File: src/common/acs_map.svh
`ifndef ACS_MAP_SVH
`define ACS_MAP_SVH
// register byte addresses
`define ACS_OFF_CTRL     12'h000
`define ACS_OFF_RES1     12'h004
`define ACS_OFF_RES2     12'h008
`define ACS_OFF_RES3     12'h00C
`define ACS_OFF_RES4     12'h010
`define ACS_OFF_IRQ_STAT 12'h014
`define ACS_OFF_IRQ_EN   12'h018
`define ACS_OFF_IRQ_CLR  12'h01C
// control register fields
`define ACS_CTRL_DONE    7
`define ACS_CTRL_ZERO    6
`define ACS_CTRL_SCAN    5
`define ACS_CTRL_GROUP   4
`define ACS_CTRL_CH_HI   3
`define ACS_CTRL_CH_LO   0
// interrupt bits
`define ACS_IRQ_DONE     0
`define ACS_IRQ_RESULT   1
`define ACS_IRQ_W        2
// channel codes
`define ACS_CH_HALF_REF  4'hE
// time that the sampling switch stays closed
`define ACS_SAMPLE_NS    96
`define ACS_CLK_NS       8
`define ACS_SAMPLE_CYC   ((`ACS_SAMPLE_NS + `ACS_CLK_NS - 1) / `ACS_CLK_NS)
`endif

File: src/common/acs_pkg.sv
package acs_pkg;
  typedef enum logic [1:0] {
    ACS_IDLE,
    ACS_SAMPLE,
    ACS_CONVERT
  } acs_state_t;

  typedef enum logic [2:0] {
    ACS_SRC_INPUT,
    ACS_SRC_RESERVED,
    ACS_SRC_HIGH_REF,
    ACS_SRC_LOW_REF,
    ACS_SRC_HALF_REF
  } acs_src_t;
endpackage : acs_pkg

File: src/hw/acs_sequencer.sv
// Added by the designer: the APB register port and the address map.
`timescale 1ns/1ps
`include "acs_map.svh"
module acs_sequencer #(
  parameter int unsigned DATA_W     = 8,
  parameter int unsigned SAMPLE_CYC = `ACS_SAMPLE_CYC
) (
  input  wire logic              pclk,
  input  wire logic              presetn,
  input  wire logic              psel,
  input  wire logic              penable,
  input  wire logic              pwrite,
  input  wire logic [11:0]       paddr,
  input  wire logic [31:0]       pwdata,
  output logic      [31:0]       prdata,
  output logic                   pready,
  output logic                   pslverr,
  output logic                   irq,
  output logic      [3:0]        mux_channel,
  output logic      [2:0]        mux_source,
  output logic                   sample_en,
  output logic                   half_ref_force,
  output logic                   convert_start,
  input  wire logic              convert_done,
  input  wire logic [DATA_W-1:0] convert_data
);
  acs_pkg::acs_state_t state_q, state_d;

  // setup-phase decode; the slave answers in the first access cycle
  wire setup_w  = psel & ~penable;
  wire wr_w     = setup_w & pwrite;
  wire rd_w     = setup_w & ~pwrite;
  wire hit_ctrl = (paddr == `ACS_OFF_CTRL);
  wire hit_r1   = (paddr == `ACS_OFF_RES1);
  wire hit_r2   = (paddr == `ACS_OFF_RES2);
  wire hit_r3   = (paddr == `ACS_OFF_RES3);
  wire hit_r4   = (paddr == `ACS_OFF_RES4);
  wire hit_st   = (paddr == `ACS_OFF_IRQ_STAT);
  wire hit_en   = (paddr == `ACS_OFF_IRQ_EN);
  wire hit_clr  = (paddr == `ACS_OFF_IRQ_CLR);
  wire mapped   = hit_ctrl | hit_r1 | hit_r2 | hit_r3 | hit_r4 | hit_st | hit_en | hit_clr;
  wire ctrl_wr  = wr_w & hit_ctrl;

  // control bits below bit 6 are not touched by reset
  logic [5:0] cfg_q;
  logic       cfg_init_q;
  logic       done_q;
  logic [1:0] conv_idx_q;
  logic [3:0] fresh_q;
  logic [7:0] samp_cnt_q;
  logic [DATA_W-1:0] res_q [4];
  logic [DATA_W-1:0] pend_data_q;
  logic [1:0]        pend_slot_q;
  logic              pend_q;
  logic [`ACS_IRQ_W-1:0] irq_stat_q, irq_en_q;

  // unwritten config reads as zero so the mux outputs never go unknown
  wire [5:0] cfg_w = cfg_init_q ? cfg_q : 6'h00;
  wire scan_w  = cfg_w[`ACS_CTRL_SCAN];
  wire group_w = cfg_w[`ACS_CTRL_GROUP];
  wire [3:0] sel_w = cfg_w[3:0];

  // group mode keeps the upper pair and walks the lower pair
  wire [3:0] chan_w = group_w ? {sel_w[3:2], conv_idx_q} : sel_w;
  // result slot: low bits in group mode, conversion index otherwise
  wire [1:0] slot_w = group_w ? chan_w[1:0] : conv_idx_q;

  // source decode codes 1000-1011 and 1111 stay reserved
  wire [2:0] src_w =
      (chan_w[3] == 1'b0)            ? 3'(acs_pkg::ACS_SRC_INPUT)    :
      (chan_w == 4'hC)               ? 3'(acs_pkg::ACS_SRC_HIGH_REF) :
      (chan_w == 4'hD)               ? 3'(acs_pkg::ACS_SRC_LOW_REF)  :
      (chan_w == `ACS_CH_HALF_REF)   ? 3'(acs_pkg::ACS_SRC_HALF_REF) :
                                       3'(acs_pkg::ACS_SRC_RESERVED);

  wire last_conv = (conv_idx_q == 2'h3);
  wire conv_end  = (state_q == acs_pkg::ACS_CONVERT) & convert_done & ~ctrl_wr;
  wire samp_end  = (state_q == acs_pkg::ACS_SAMPLE) & (samp_cnt_q == 8'h01);
  wire fresh_all = &(fresh_q | (4'h1 << pend_slot_q));
  // a pending result lands only in a cycle with no read setup
  wire commit_w  = pend_q & ~rd_w & ~ctrl_wr;
  wire done_set  = commit_w & fresh_all & ~done_q;

  always_comb begin
    state_d = state_q;
    unique case (state_q)
      acs_pkg::ACS_IDLE:    state_d = state_q;
      acs_pkg::ACS_SAMPLE:  if (samp_end) state_d = acs_pkg::ACS_CONVERT;
      acs_pkg::ACS_CONVERT: if (conv_end)
        state_d = (last_conv & ~scan_w) ? acs_pkg::ACS_IDLE : acs_pkg::ACS_SAMPLE;
    endcase
    if (ctrl_wr) state_d = acs_pkg::ACS_SAMPLE;
  end

  always_ff @(posedge pclk or negedge presetn) begin
    if (!presetn) state_q <= acs_pkg::ACS_IDLE;
    else          state_q <= state_d;
  end

  // cfg_q is loaded only by software; reset leaves it alone
  always_ff @(posedge pclk) begin
    if (ctrl_wr) cfg_q <= pwdata[5:0];
  end

  // tracks whether cfg_q was ever written, so the mux outputs stay defined
  always_ff @(posedge pclk or negedge presetn) begin
    if (!presetn)     cfg_init_q <= 1'b0;
    else if (ctrl_wr) cfg_init_q <= 1'b1;
  end

  always_ff @(posedge pclk or negedge presetn) begin
    if (!presetn)                          conv_idx_q <= 2'h0;
    else if (ctrl_wr)                      conv_idx_q <= 2'h0;
    else if (conv_end)                     conv_idx_q <= conv_idx_q + 2'h1;
  end

  always_ff @(posedge pclk or negedge presetn) begin
    if (!presetn)                                    samp_cnt_q <= 8'h00;
    else if (ctrl_wr | (conv_end & ~(last_conv & ~scan_w)))
      samp_cnt_q <= 8'(SAMPLE_CYC);
    else if (samp_cnt_q != 8'h00)                    samp_cnt_q <= samp_cnt_q - 8'h01;
  end

  // the core result waits here until a read-free cycle
  always_ff @(posedge pclk or negedge presetn) begin
    if (!presetn) begin
      pend_q      <= 1'b0;
      pend_slot_q <= 2'h0;
      pend_data_q <= '0;
    end else if (ctrl_wr) begin
      pend_q      <= 1'b0;
    end else if (conv_end) begin
      pend_q      <= 1'b1;
      pend_slot_q <= slot_w;
      pend_data_q <= convert_data;
    end else if (commit_w) begin
      pend_q      <= 1'b0;
    end
  end

  // one 8-bit holding register per slot, software cannot write them
  for (genvar g = 0; g < 4; g++) begin : g_res
    always_ff @(posedge pclk or negedge presetn) begin
      if (!presetn)                                  res_q[g] <= '0;
      else if (commit_w && pend_slot_q == 2'(g))     res_q[g] <= pend_data_q;
    end
  end

  always_ff @(posedge pclk or negedge presetn) begin
    if (!presetn)      fresh_q <= 4'h0;
    else if (ctrl_wr)  fresh_q <= 4'h0;
    else if (commit_w) fresh_q <= fresh_q | (4'h1 << pend_slot_q);
  end

  // in scan mode the flag stays up while results keep changing
  always_ff @(posedge pclk or negedge presetn) begin
    if (!presetn)      done_q <= 1'b0;
    else if (ctrl_wr)  done_q <= 1'b0;
    else if (done_set) done_q <= 1'b1;
  end

  // interrupt status: set wins over a same-cycle clear
  wire [`ACS_IRQ_W-1:0] ev_w = {commit_w, done_set};
  wire [`ACS_IRQ_W-1:0] clr_w = (wr_w & hit_clr) ? pwdata[`ACS_IRQ_W-1:0] : '0;
  always_ff @(posedge pclk or negedge presetn) begin
    if (!presetn) begin
      irq_stat_q <= '0;
      irq_en_q   <= '0;
      irq        <= 1'b0;
    end else begin
      irq_stat_q <= (irq_stat_q & ~clr_w) | ev_w;
      if (wr_w & hit_en) irq_en_q <= pwdata[`ACS_IRQ_W-1:0];
      irq        <= |(((irq_stat_q & ~clr_w) | ev_w) & irq_en_q);
    end
  end

  // bit 6 always reads zero
  wire [7:0] ctrl_rd = {done_q, 1'b0, cfg_init_q ? cfg_q : 6'h00};
  wire [31:0] rd_mux =
      hit_ctrl ? {24'h0, ctrl_rd} :
      hit_r1   ? {{(32-DATA_W){1'b0}}, res_q[0]} :
      hit_r2   ? {{(32-DATA_W){1'b0}}, res_q[1]} :
      hit_r3   ? {{(32-DATA_W){1'b0}}, res_q[2]} :
      hit_r4   ? {{(32-DATA_W){1'b0}}, res_q[3]} :
      hit_st   ? {{(32-`ACS_IRQ_W){1'b0}}, irq_stat_q} :
      hit_en   ? {{(32-`ACS_IRQ_W){1'b0}}, irq_en_q} :
                 32'h0000_0000;

  // read data is latched in setup, so an update after it cannot tear it
  always_ff @(posedge pclk or negedge presetn) begin
    if (!presetn) begin
      prdata  <= 32'h0000_0000;
      pready  <= 1'b0;
      pslverr <= 1'b0;
    end else begin
      pready  <= setup_w;
      pslverr <= setup_w & ~mapped;
      if (rd_w) prdata <= rd_mux;
    end
  end

  // converter-side outputs
  always_ff @(posedge pclk or negedge presetn) begin
    if (!presetn) begin
      mux_channel    <= 4'h0;
      mux_source     <= 3'h0;
      sample_en      <= 1'b0;
      half_ref_force <= 1'b0;
      convert_start  <= 1'b0;
    end else begin
      mux_channel    <= chan_w;
      mux_source     <= src_w;
      sample_en      <= (state_d == acs_pkg::ACS_SAMPLE);
      half_ref_force <= (state_d == acs_pkg::ACS_SAMPLE) &&
                        (chan_w == `ACS_CH_HALF_REF);
      convert_start  <= samp_end & ~ctrl_wr;
    end
  end

  chk_done_needs_four: assert property (@(posedge pclk) disable iff (!presetn)
    $rose(done_q) |-> $past(fresh_all)) else $error("flag set without four results");
  chk_write_clears: assert property (@(posedge pclk) disable iff (!presetn)
    ctrl_wr |=> !done_q && state_q == acs_pkg::ACS_SAMPLE && conv_idx_q == 2'h0)
    else $error("control write did not restart");
  chk_no_read_update: assert property (@(posedge pclk) disable iff (!presetn)
    rd_w |=> $stable(fresh_q)) else $error("result moved during read");
  chk_bit6_zero: assert property (@(posedge pclk) disable iff (!presetn)
    rd_w && hit_ctrl |=> prdata[`ACS_CTRL_ZERO] == 1'b0) else $error("bit six not zero");
  chk_group_slot: assert property (@(posedge pclk) disable iff (!presetn)
    conv_end && group_w |=> pend_slot_q == $past(chan_w[1:0])) else $error("group slot wrong");
  chk_single_slot: assert property (@(posedge pclk) disable iff (!presetn)
    conv_end && !group_w |=> pend_slot_q == $past(conv_idx_q)) else $error("single slot wrong");
  chk_group_upper: assert property (@(posedge pclk) disable iff (!presetn)
    group_w |-> chan_w[3:2] == sel_w[3:2]) else $error("group upper bits wrong");
  chk_single_chan: assert property (@(posedge pclk) disable iff (!presetn)
    !group_w |-> chan_w == sel_w) else $error("single channel wrong");
  chk_stop_after_four: assert property (@(posedge pclk) disable iff (!presetn)
    conv_end && last_conv && !scan_w |=> state_q == acs_pkg::ACS_IDLE)
    else $error("did not stop after four");
  chk_half_force: assert property (@(posedge pclk) disable iff (!presetn)
    half_ref_force |-> sample_en && mux_channel == `ACS_CH_HALF_REF)
    else $error("half reference force misplaced");
  cov_done: cover property (@(posedge pclk) disable iff (!presetn) $rose(done_q));
  cov_scan_refresh: cover property (@(posedge pclk) disable iff (!presetn)
    done_q && commit_w && scan_w);
  cov_abort: cover property (@(posedge pclk) disable iff (!presetn)
    ctrl_wr && state_q == acs_pkg::ACS_CONVERT);
endmodule : acs_sequencer

File: config.mk
export PLATFORM = sky130hd
export DESIGN_NAME = acs_sequencer
export DESIGN_NICKNAME = d
export VERILOG_FILES = /design/src/common/acs_pkg.sv /design/src/hw/acs_sequencer.sv
export VERILOG_INCLUDE_DIRS = /design/src /design/src/common
export SDC_FILE = /design/constraint.sdc
export NUM_CORES = 1
export LEC_CHECK = 0
export BUFFER_PORTS_ARGS = -buffer_cell sky130_fd_sc_hd__clkbuf_2
export CAP_MARGIN = 30
export CORE_MARGIN = 2
export CORE_UTILIZATION = 46
export DETAILED_ROUTE_END_ITERATION = 8
export GPL_TIMING_DRIVEN = 0
export MAX_ROUTING_LAYER = met4
export PLACE_DENSITY = 0.7
export SYNTH_ARGS = -nofsm -noshare
export SYNTH_HDL_FRONTEND = slang
export SYNTH_SLANG_ARGS = --single-unit
File: constraint.sdc
create_clock -name pclk -period 2.2 [get_ports pclk]
set_input_delay 0.11 -clock pclk [delete_from_list [all_inputs] [get_ports pclk]]
set_output_delay 0.11 -clock pclk [all_outputs]
set_load 0.005 [all_outputs]
### Word-level counts from Yosys, hierarchy flattened

Cells that the tools add are included.

| storage, ports and cells | value |
|---|---|
| input port bits | 58 |
| register bits | 116 |
| output and inout port bits | 45 |

| operators by class | value |
|---|---|
| eq/ne operators | 18 |
| shift operators | 1 |
| muxes and demuxes | 31 |
| bitwise gates (word level) | 38 |
| reductions and logical operators | 17 |
| add/sub/neg operators | 2 |

Operator list:

| kind | count |
|---|---|
| two-way mux 8 bit | 7 |
| equality test 12 x 5 -> 1 bit, second input constant | 4 |
| equality test 12 x 4 -> 1 bit, second input constant | 2 |
| two-way mux 2 bit | 10 |
| AND 1 bit | 17 |
| equality test 12 x 3 -> 1 bit, second input constant | 1 |
| equality test 4 bit, second input constant | 3 |
| logical NOT 12 bit | 1 |
| two-way mux 3 bit | 4 |
| equality test 2 bit, second input constant | 4 |
| equality test 8 x 1 -> 1 bit, second input constant | 1 |
| two-way mux 4 bit | 2 |
| inverter 1 bit | 8 |
| OR 1 bit | 8 |
| nonzero test 2 bit | 4 |
| nonzero test 8 bit | 1 |
| subtractor 8 x 1 -> 8 bit, second input constant | 1 |
| equality test 2 x 1 -> 1 bit, second input constant | 3 |
| two-way mux 1 bit | 6 |
| two-way mux 6 bit | 1 |
| one-hot mux 2 bit (3 select lines) | 1 |
| logical AND 1 bit | 5 |
| AND 2 bit | 2 |
| logical NOT 2 bit | 2 |
| other kinds (9) | 9 |

### Longest topological paths before layout

| depth | value |
|---|---|
| depth after elaboration | 11 |
| depth in mapped cells | 7 |

### Least setup slack after synthesis

OpenSTA, ideal clock, no wires.

| timing path | value |
|---|---|
| path type | register to register |
| start point | register samp_cnt_q[2] |
| end point | register samp_cnt_q[2] |
| clock period less this slack | 1961 ps |
| cell stages (with the launch flop) | 6 |
| buffers on the path | 0 |
| path slack | 239 ps |
| required time | 2071 ps |
| library setup time | 129 ps |
| arrival time | 1831 ps |
| cell sequence | dfrtp_1 or4_1 or4b_1 nand2_1 xor2_1 nand3_1 |

| on the way | value |
|---|---|
| cells in the longest elaborated chain, start to end | 3 |
| elaborated cells between the ends (all ways) | 5 |

Ends and longest elaborated chain:

| item | line | source |
|---|---|---|
| from (decl) | acs_sequencer.sv:50 | `logic [7:0] samp_cnt_q;` |
| from (signal assigned) | acs_sequencer.sv:120 | `samp_cnt_q <= 8'(SAMPLE_CYC);` |
| from (signal assigned) | acs_sequencer.sv:121 | `else if (samp_cnt_q != 8'h00) samp_cnt_q <= samp_cnt_q - 8'h01;` |
| subtractor 8 x 1 -> 8 bit | acs_sequencer.sv:121 |  |
| two-way mux 8 bit | acs_sequencer.sv:121 |  |
| two-way mux 8 bit | acs_sequencer.sv:119 | `else if (ctrl_wr \| (conv_end & ~(last_conv & ~scan_w)))` |

Parallel ways exist; a longest one is shown, timed or not. The select of a mux whose other input is x is not followed.
A chain may end at the register's enable or synchronous reset.

### Final worst setup path

Same ends and word-level chain as after synthesis.

==> results.sh <==
export IMPL_post_cts_buffers=0
export IMPL_synth_seq_cells=92
export IMPL_cts_root_buf="clkbuf_8"
export IMPL_timing_rr_start="samp_cnt_q[2]"
export IMPL_firstDrtPassIters=4
export IMPL_fin_setup_tns_ps=0
export IMPL_hold_path_startpoint="convert_done"
export IMPL_crit_fanout=6
export IMPL_post_route_cells_drive_above_1_share_pct=29.5
export IMPL_fp_row_count=35
export IMPL_final_common_cell="dfrtp_1"
export IMPL_synth_top_flop_cell="dfrtp_1"
export IMPL_fillerInstances=778
export IMPL_n_antenna_cell=0
export IMPL_final_core_utilization_pct=57.4
export IMPL_cts_buffers=9
export IMPL_mostFrequentLayoutCells="dfrtp_1 (86), clkbuf_2 (48), nand2_1 (28)"
export IMPL_period_needed_ps=2070
export IMPL_fmax_ghz=0.484
export IMPL_design_area_um2=5360
export IMPL_clk_latency_ps=360
export IMPL_power_density_nw_per_um2=831
export IMPL_cts_tree="yes"
export IMPL_syn_inst=384
export IMPL_ant_nets=0
export IMPL_wl_um=9510
export IMPL_finalMaxSlewViolations=0
export IMPL_reg2reg_depth=5
export IMPL_place_ws_ps=-42.1
export IMPL_die_area_um2=10500
export IMPL_cts_sinks=92
export IMPL_maxCapViolCount=0
export IMPL_syn2layout_area_growth_pct=19.8
export IMPL_min_to="conv_idx_q[1]"
export IMPL_io_buffers=49
export IMPL_track_usage_pct=20.0
export IMPL_yosysSeqAreaShare_pct=52.2
export IMPL_hold_viol=0
export IMPL_timing_final_crit_share_pct=93.9
export IMPL_num_vias=3129
export IMPL_pin_count=103
export IMPL_p_leak_uw=0.00260
export IMPL_floorplan_initialDensity_pct=47.9
export IMPL_drc=0
export IMPL_status="finished, final reports clean"
export IMPL_start_kind="flop"
export IMPL_htreeDepth=3
export IMPL_grt_antenna_before_repair=0
export IMPL_post_drt_wl_per_cell_um=15.4
export IMPL_holdPathStages=3
export IMPL_tightest_slew_ps=662
export IMPL_synth_edf_count=6
export IMPL_postPlaceCellArea_um2=4990
export IMPL_async_flop_share_pct=93.5
export IMPL_worstSetupEndpointType="flop"
export IMPL_r2r_setup_slack_ps=130
export IMPL_crit_arrival_ps=2310
export IMPL_core_area_um2=9330
export IMPL_setup_viol=0
export IMPL_rsz0062_at_grt="false"
export IMPL_die_h_um=103
export IMPL_reg2reg_to="samp_cnt_q[2]"
export IMPL_crit_type="reg2reg"
export IMPL_hp_class="in2reg"
export IMPL_synth_avg_cell_area_um2=11.6
export IMPL_hpwl_um=6910
export IMPL_syn_area_um2=4470
export IMPL_nets=547
export IMPL_vdd_ir_drop_max_mv=0.381
export IMPL_clk_pin_slew_ps=80
export IMPL_skew_ps=12.6
export IMPL_cp_required_ps=2440
export IMPL_timing_final_ws_setup_ps=134
export IMPL_clock_path_buffers=2
export IMPL_first_iter_violations=220
export IMPL_avgViaCountPerCell=5.07
export IMPL_grt_pass1_vias=3143
export IMPL_yosysWarnings=0
export IMPL_grt_first_pass_wirelength_um=15400
export IMPL_yosysUniqueCellTypes=56
export IMPL_gp_congestion=0.900
export IMPL_die_w_um=103
export IMPL_grt_max_degree=58
export IMPL_relSlewSlack_pct=55.5
export IMPL_overflow=0
## where the power goes
group	total, µW	internal [µW]	switching (µW)
sequential	2380	2060	327
combinational	931	512	420
clock	1140	528	611
## registers in the layout (all words and copies together), names as in the netlist, 2 cells and up
register,count
mux_source,3
fresh_q,4
cfg_q,6
mux_channel,4
prdata,8
pend_data_q,8
state_q,2
samp_cnt_q,8
res_q,32
irq_stat_q,2
irq_en_q,2
conv_idx_q,2
pend_slot_q,2
## layer usage
| metal | GRT usage (%) | part of all wire (%) | vias to the layer above |
|---|---|---|---|
| li1 | - | - | 1518 |
| met1 | 25.3 | 47 | 1501 |
| met2 | 31.5 | 45 | 101 |
| met3 | 5.76 | 6.5 | 9 |
| met4 | 5.74 | 1.3 | 0 |
| met5 | - | 0 | - |
## synthesized netlist by cell type (3+ instances only)
| cell type | instances | share of area, % |
|---|---|---|
| a211oi_1 | 4 | 0.67 |
| a21o_1 | 4 | 0.67 |
| a21oi_1 | 6 | 0.67 |
| a221oi_1 | 3 | 0.59 |
| a22o_1 | 5 | 0.98 |
| a32oi_1 | 4 | 0.78 |
| and2_1 | 5 | 0.70 |
| buf_2 | 4 | 0.45 |
| buf_4 | 25 | 4.2 |
| clkbuf_1 | 8 | 0.67 |
| dfrtp_1 | 86 | 48 |
| edfxtp_1 | 6 | 4.0 |
| ha_1 | 6 | 1.7 |
| inv_1 | 12 | 1.0 |
| mux2_1 | 14 | 3.5 |
| mux2_2 | 24 | 6.0 |
| mux2_4 | 8 | 2.7 |
| mux2i_1 | 4 | 0.90 |
| nand2_1 | 29 | 2.4 |
| nand2b_1 | 8 | 1.1 |
| nand3_1 | 15 | 1.7 |
| nand3_2 | 3 | 0.67 |
| nor2_1 | 21 | 1.8 |
| nor2b_1 | 5 | 0.70 |
| nor3_1 | 5 | 0.56 |
| nor4_1 | 3 | 0.42 |
| o21ai_0 | 16 | 1.8 |
| o21ai_1 | 4 | 0.45 |
| or3_1 | 4 | 0.56 |
| or4_1 | 4 | 0.67 |
| xnor2_1 | 3 | 0.59 |
## worst max-delay path, cell delays in order, from the launching register on
cell and delay [ps]:
dfrtp_1 440, or4_1 590, or4b_4 560, nand2_2 120
xor2_1 150, nand3_1 90
## worst max path at each step
stage          slack [ps]        endpoint           from
2_1_floorplan         240   samp_cnt_q[2]  samp_cnt_q[2]
3_3_place_gp          -40  pend_data_q[6]       paddr[9]
3_5_place_dp          -40  pend_data_q[6]       paddr[9]
4_1_cts                60   samp_cnt_q[3]  samp_cnt_q[2]
5_1_grt                40  half_ref_force  samp_cnt_q[2]
6_report              130   samp_cnt_q[2]  samp_cnt_q[2]
## per-stage QoR
stage,hold WS (ps),cells,power [µW]
floorplan,-186,407,3010
global placement,291,585,3260
detailed placement,115,586,3310
CTS,42.8,617,4470
global route,77.0,617,4730
finish,56.7,617,4450
## timing repair
action	in CTS	in global routing
gates resized for setup	0	3
setup endpoints to repair	0	3
hold buffers	15	0
hold endpoints to repair	43	0
## logic make-up after synthesis
group	after synthesis	share of synthesized area, %
other	1	0.0839
DFF	92	52.2
and+or+nand+nor	118	15.6
AOI/OAI and AO/OA	61	9.46
adders and majority gates	6	1.68
buffers and inverters	51	6.83
muxes	50	13.2
xor gates and xnor gates	5	0.980
## area by class of cell
cell class	count	area [µm²]	area share [%]
clock inverter	7	75.1	1.40
sequential	92	2330	43.6
tap	129	161	3.01
clock buffer	9	124	2.31
buffer	39	260	4.86
timing repair buffer	65	425	7.94
multi-input combinational	264	1930	36.1
inverter	12	45.0	0.841
(Power assumes the default switching activity.)
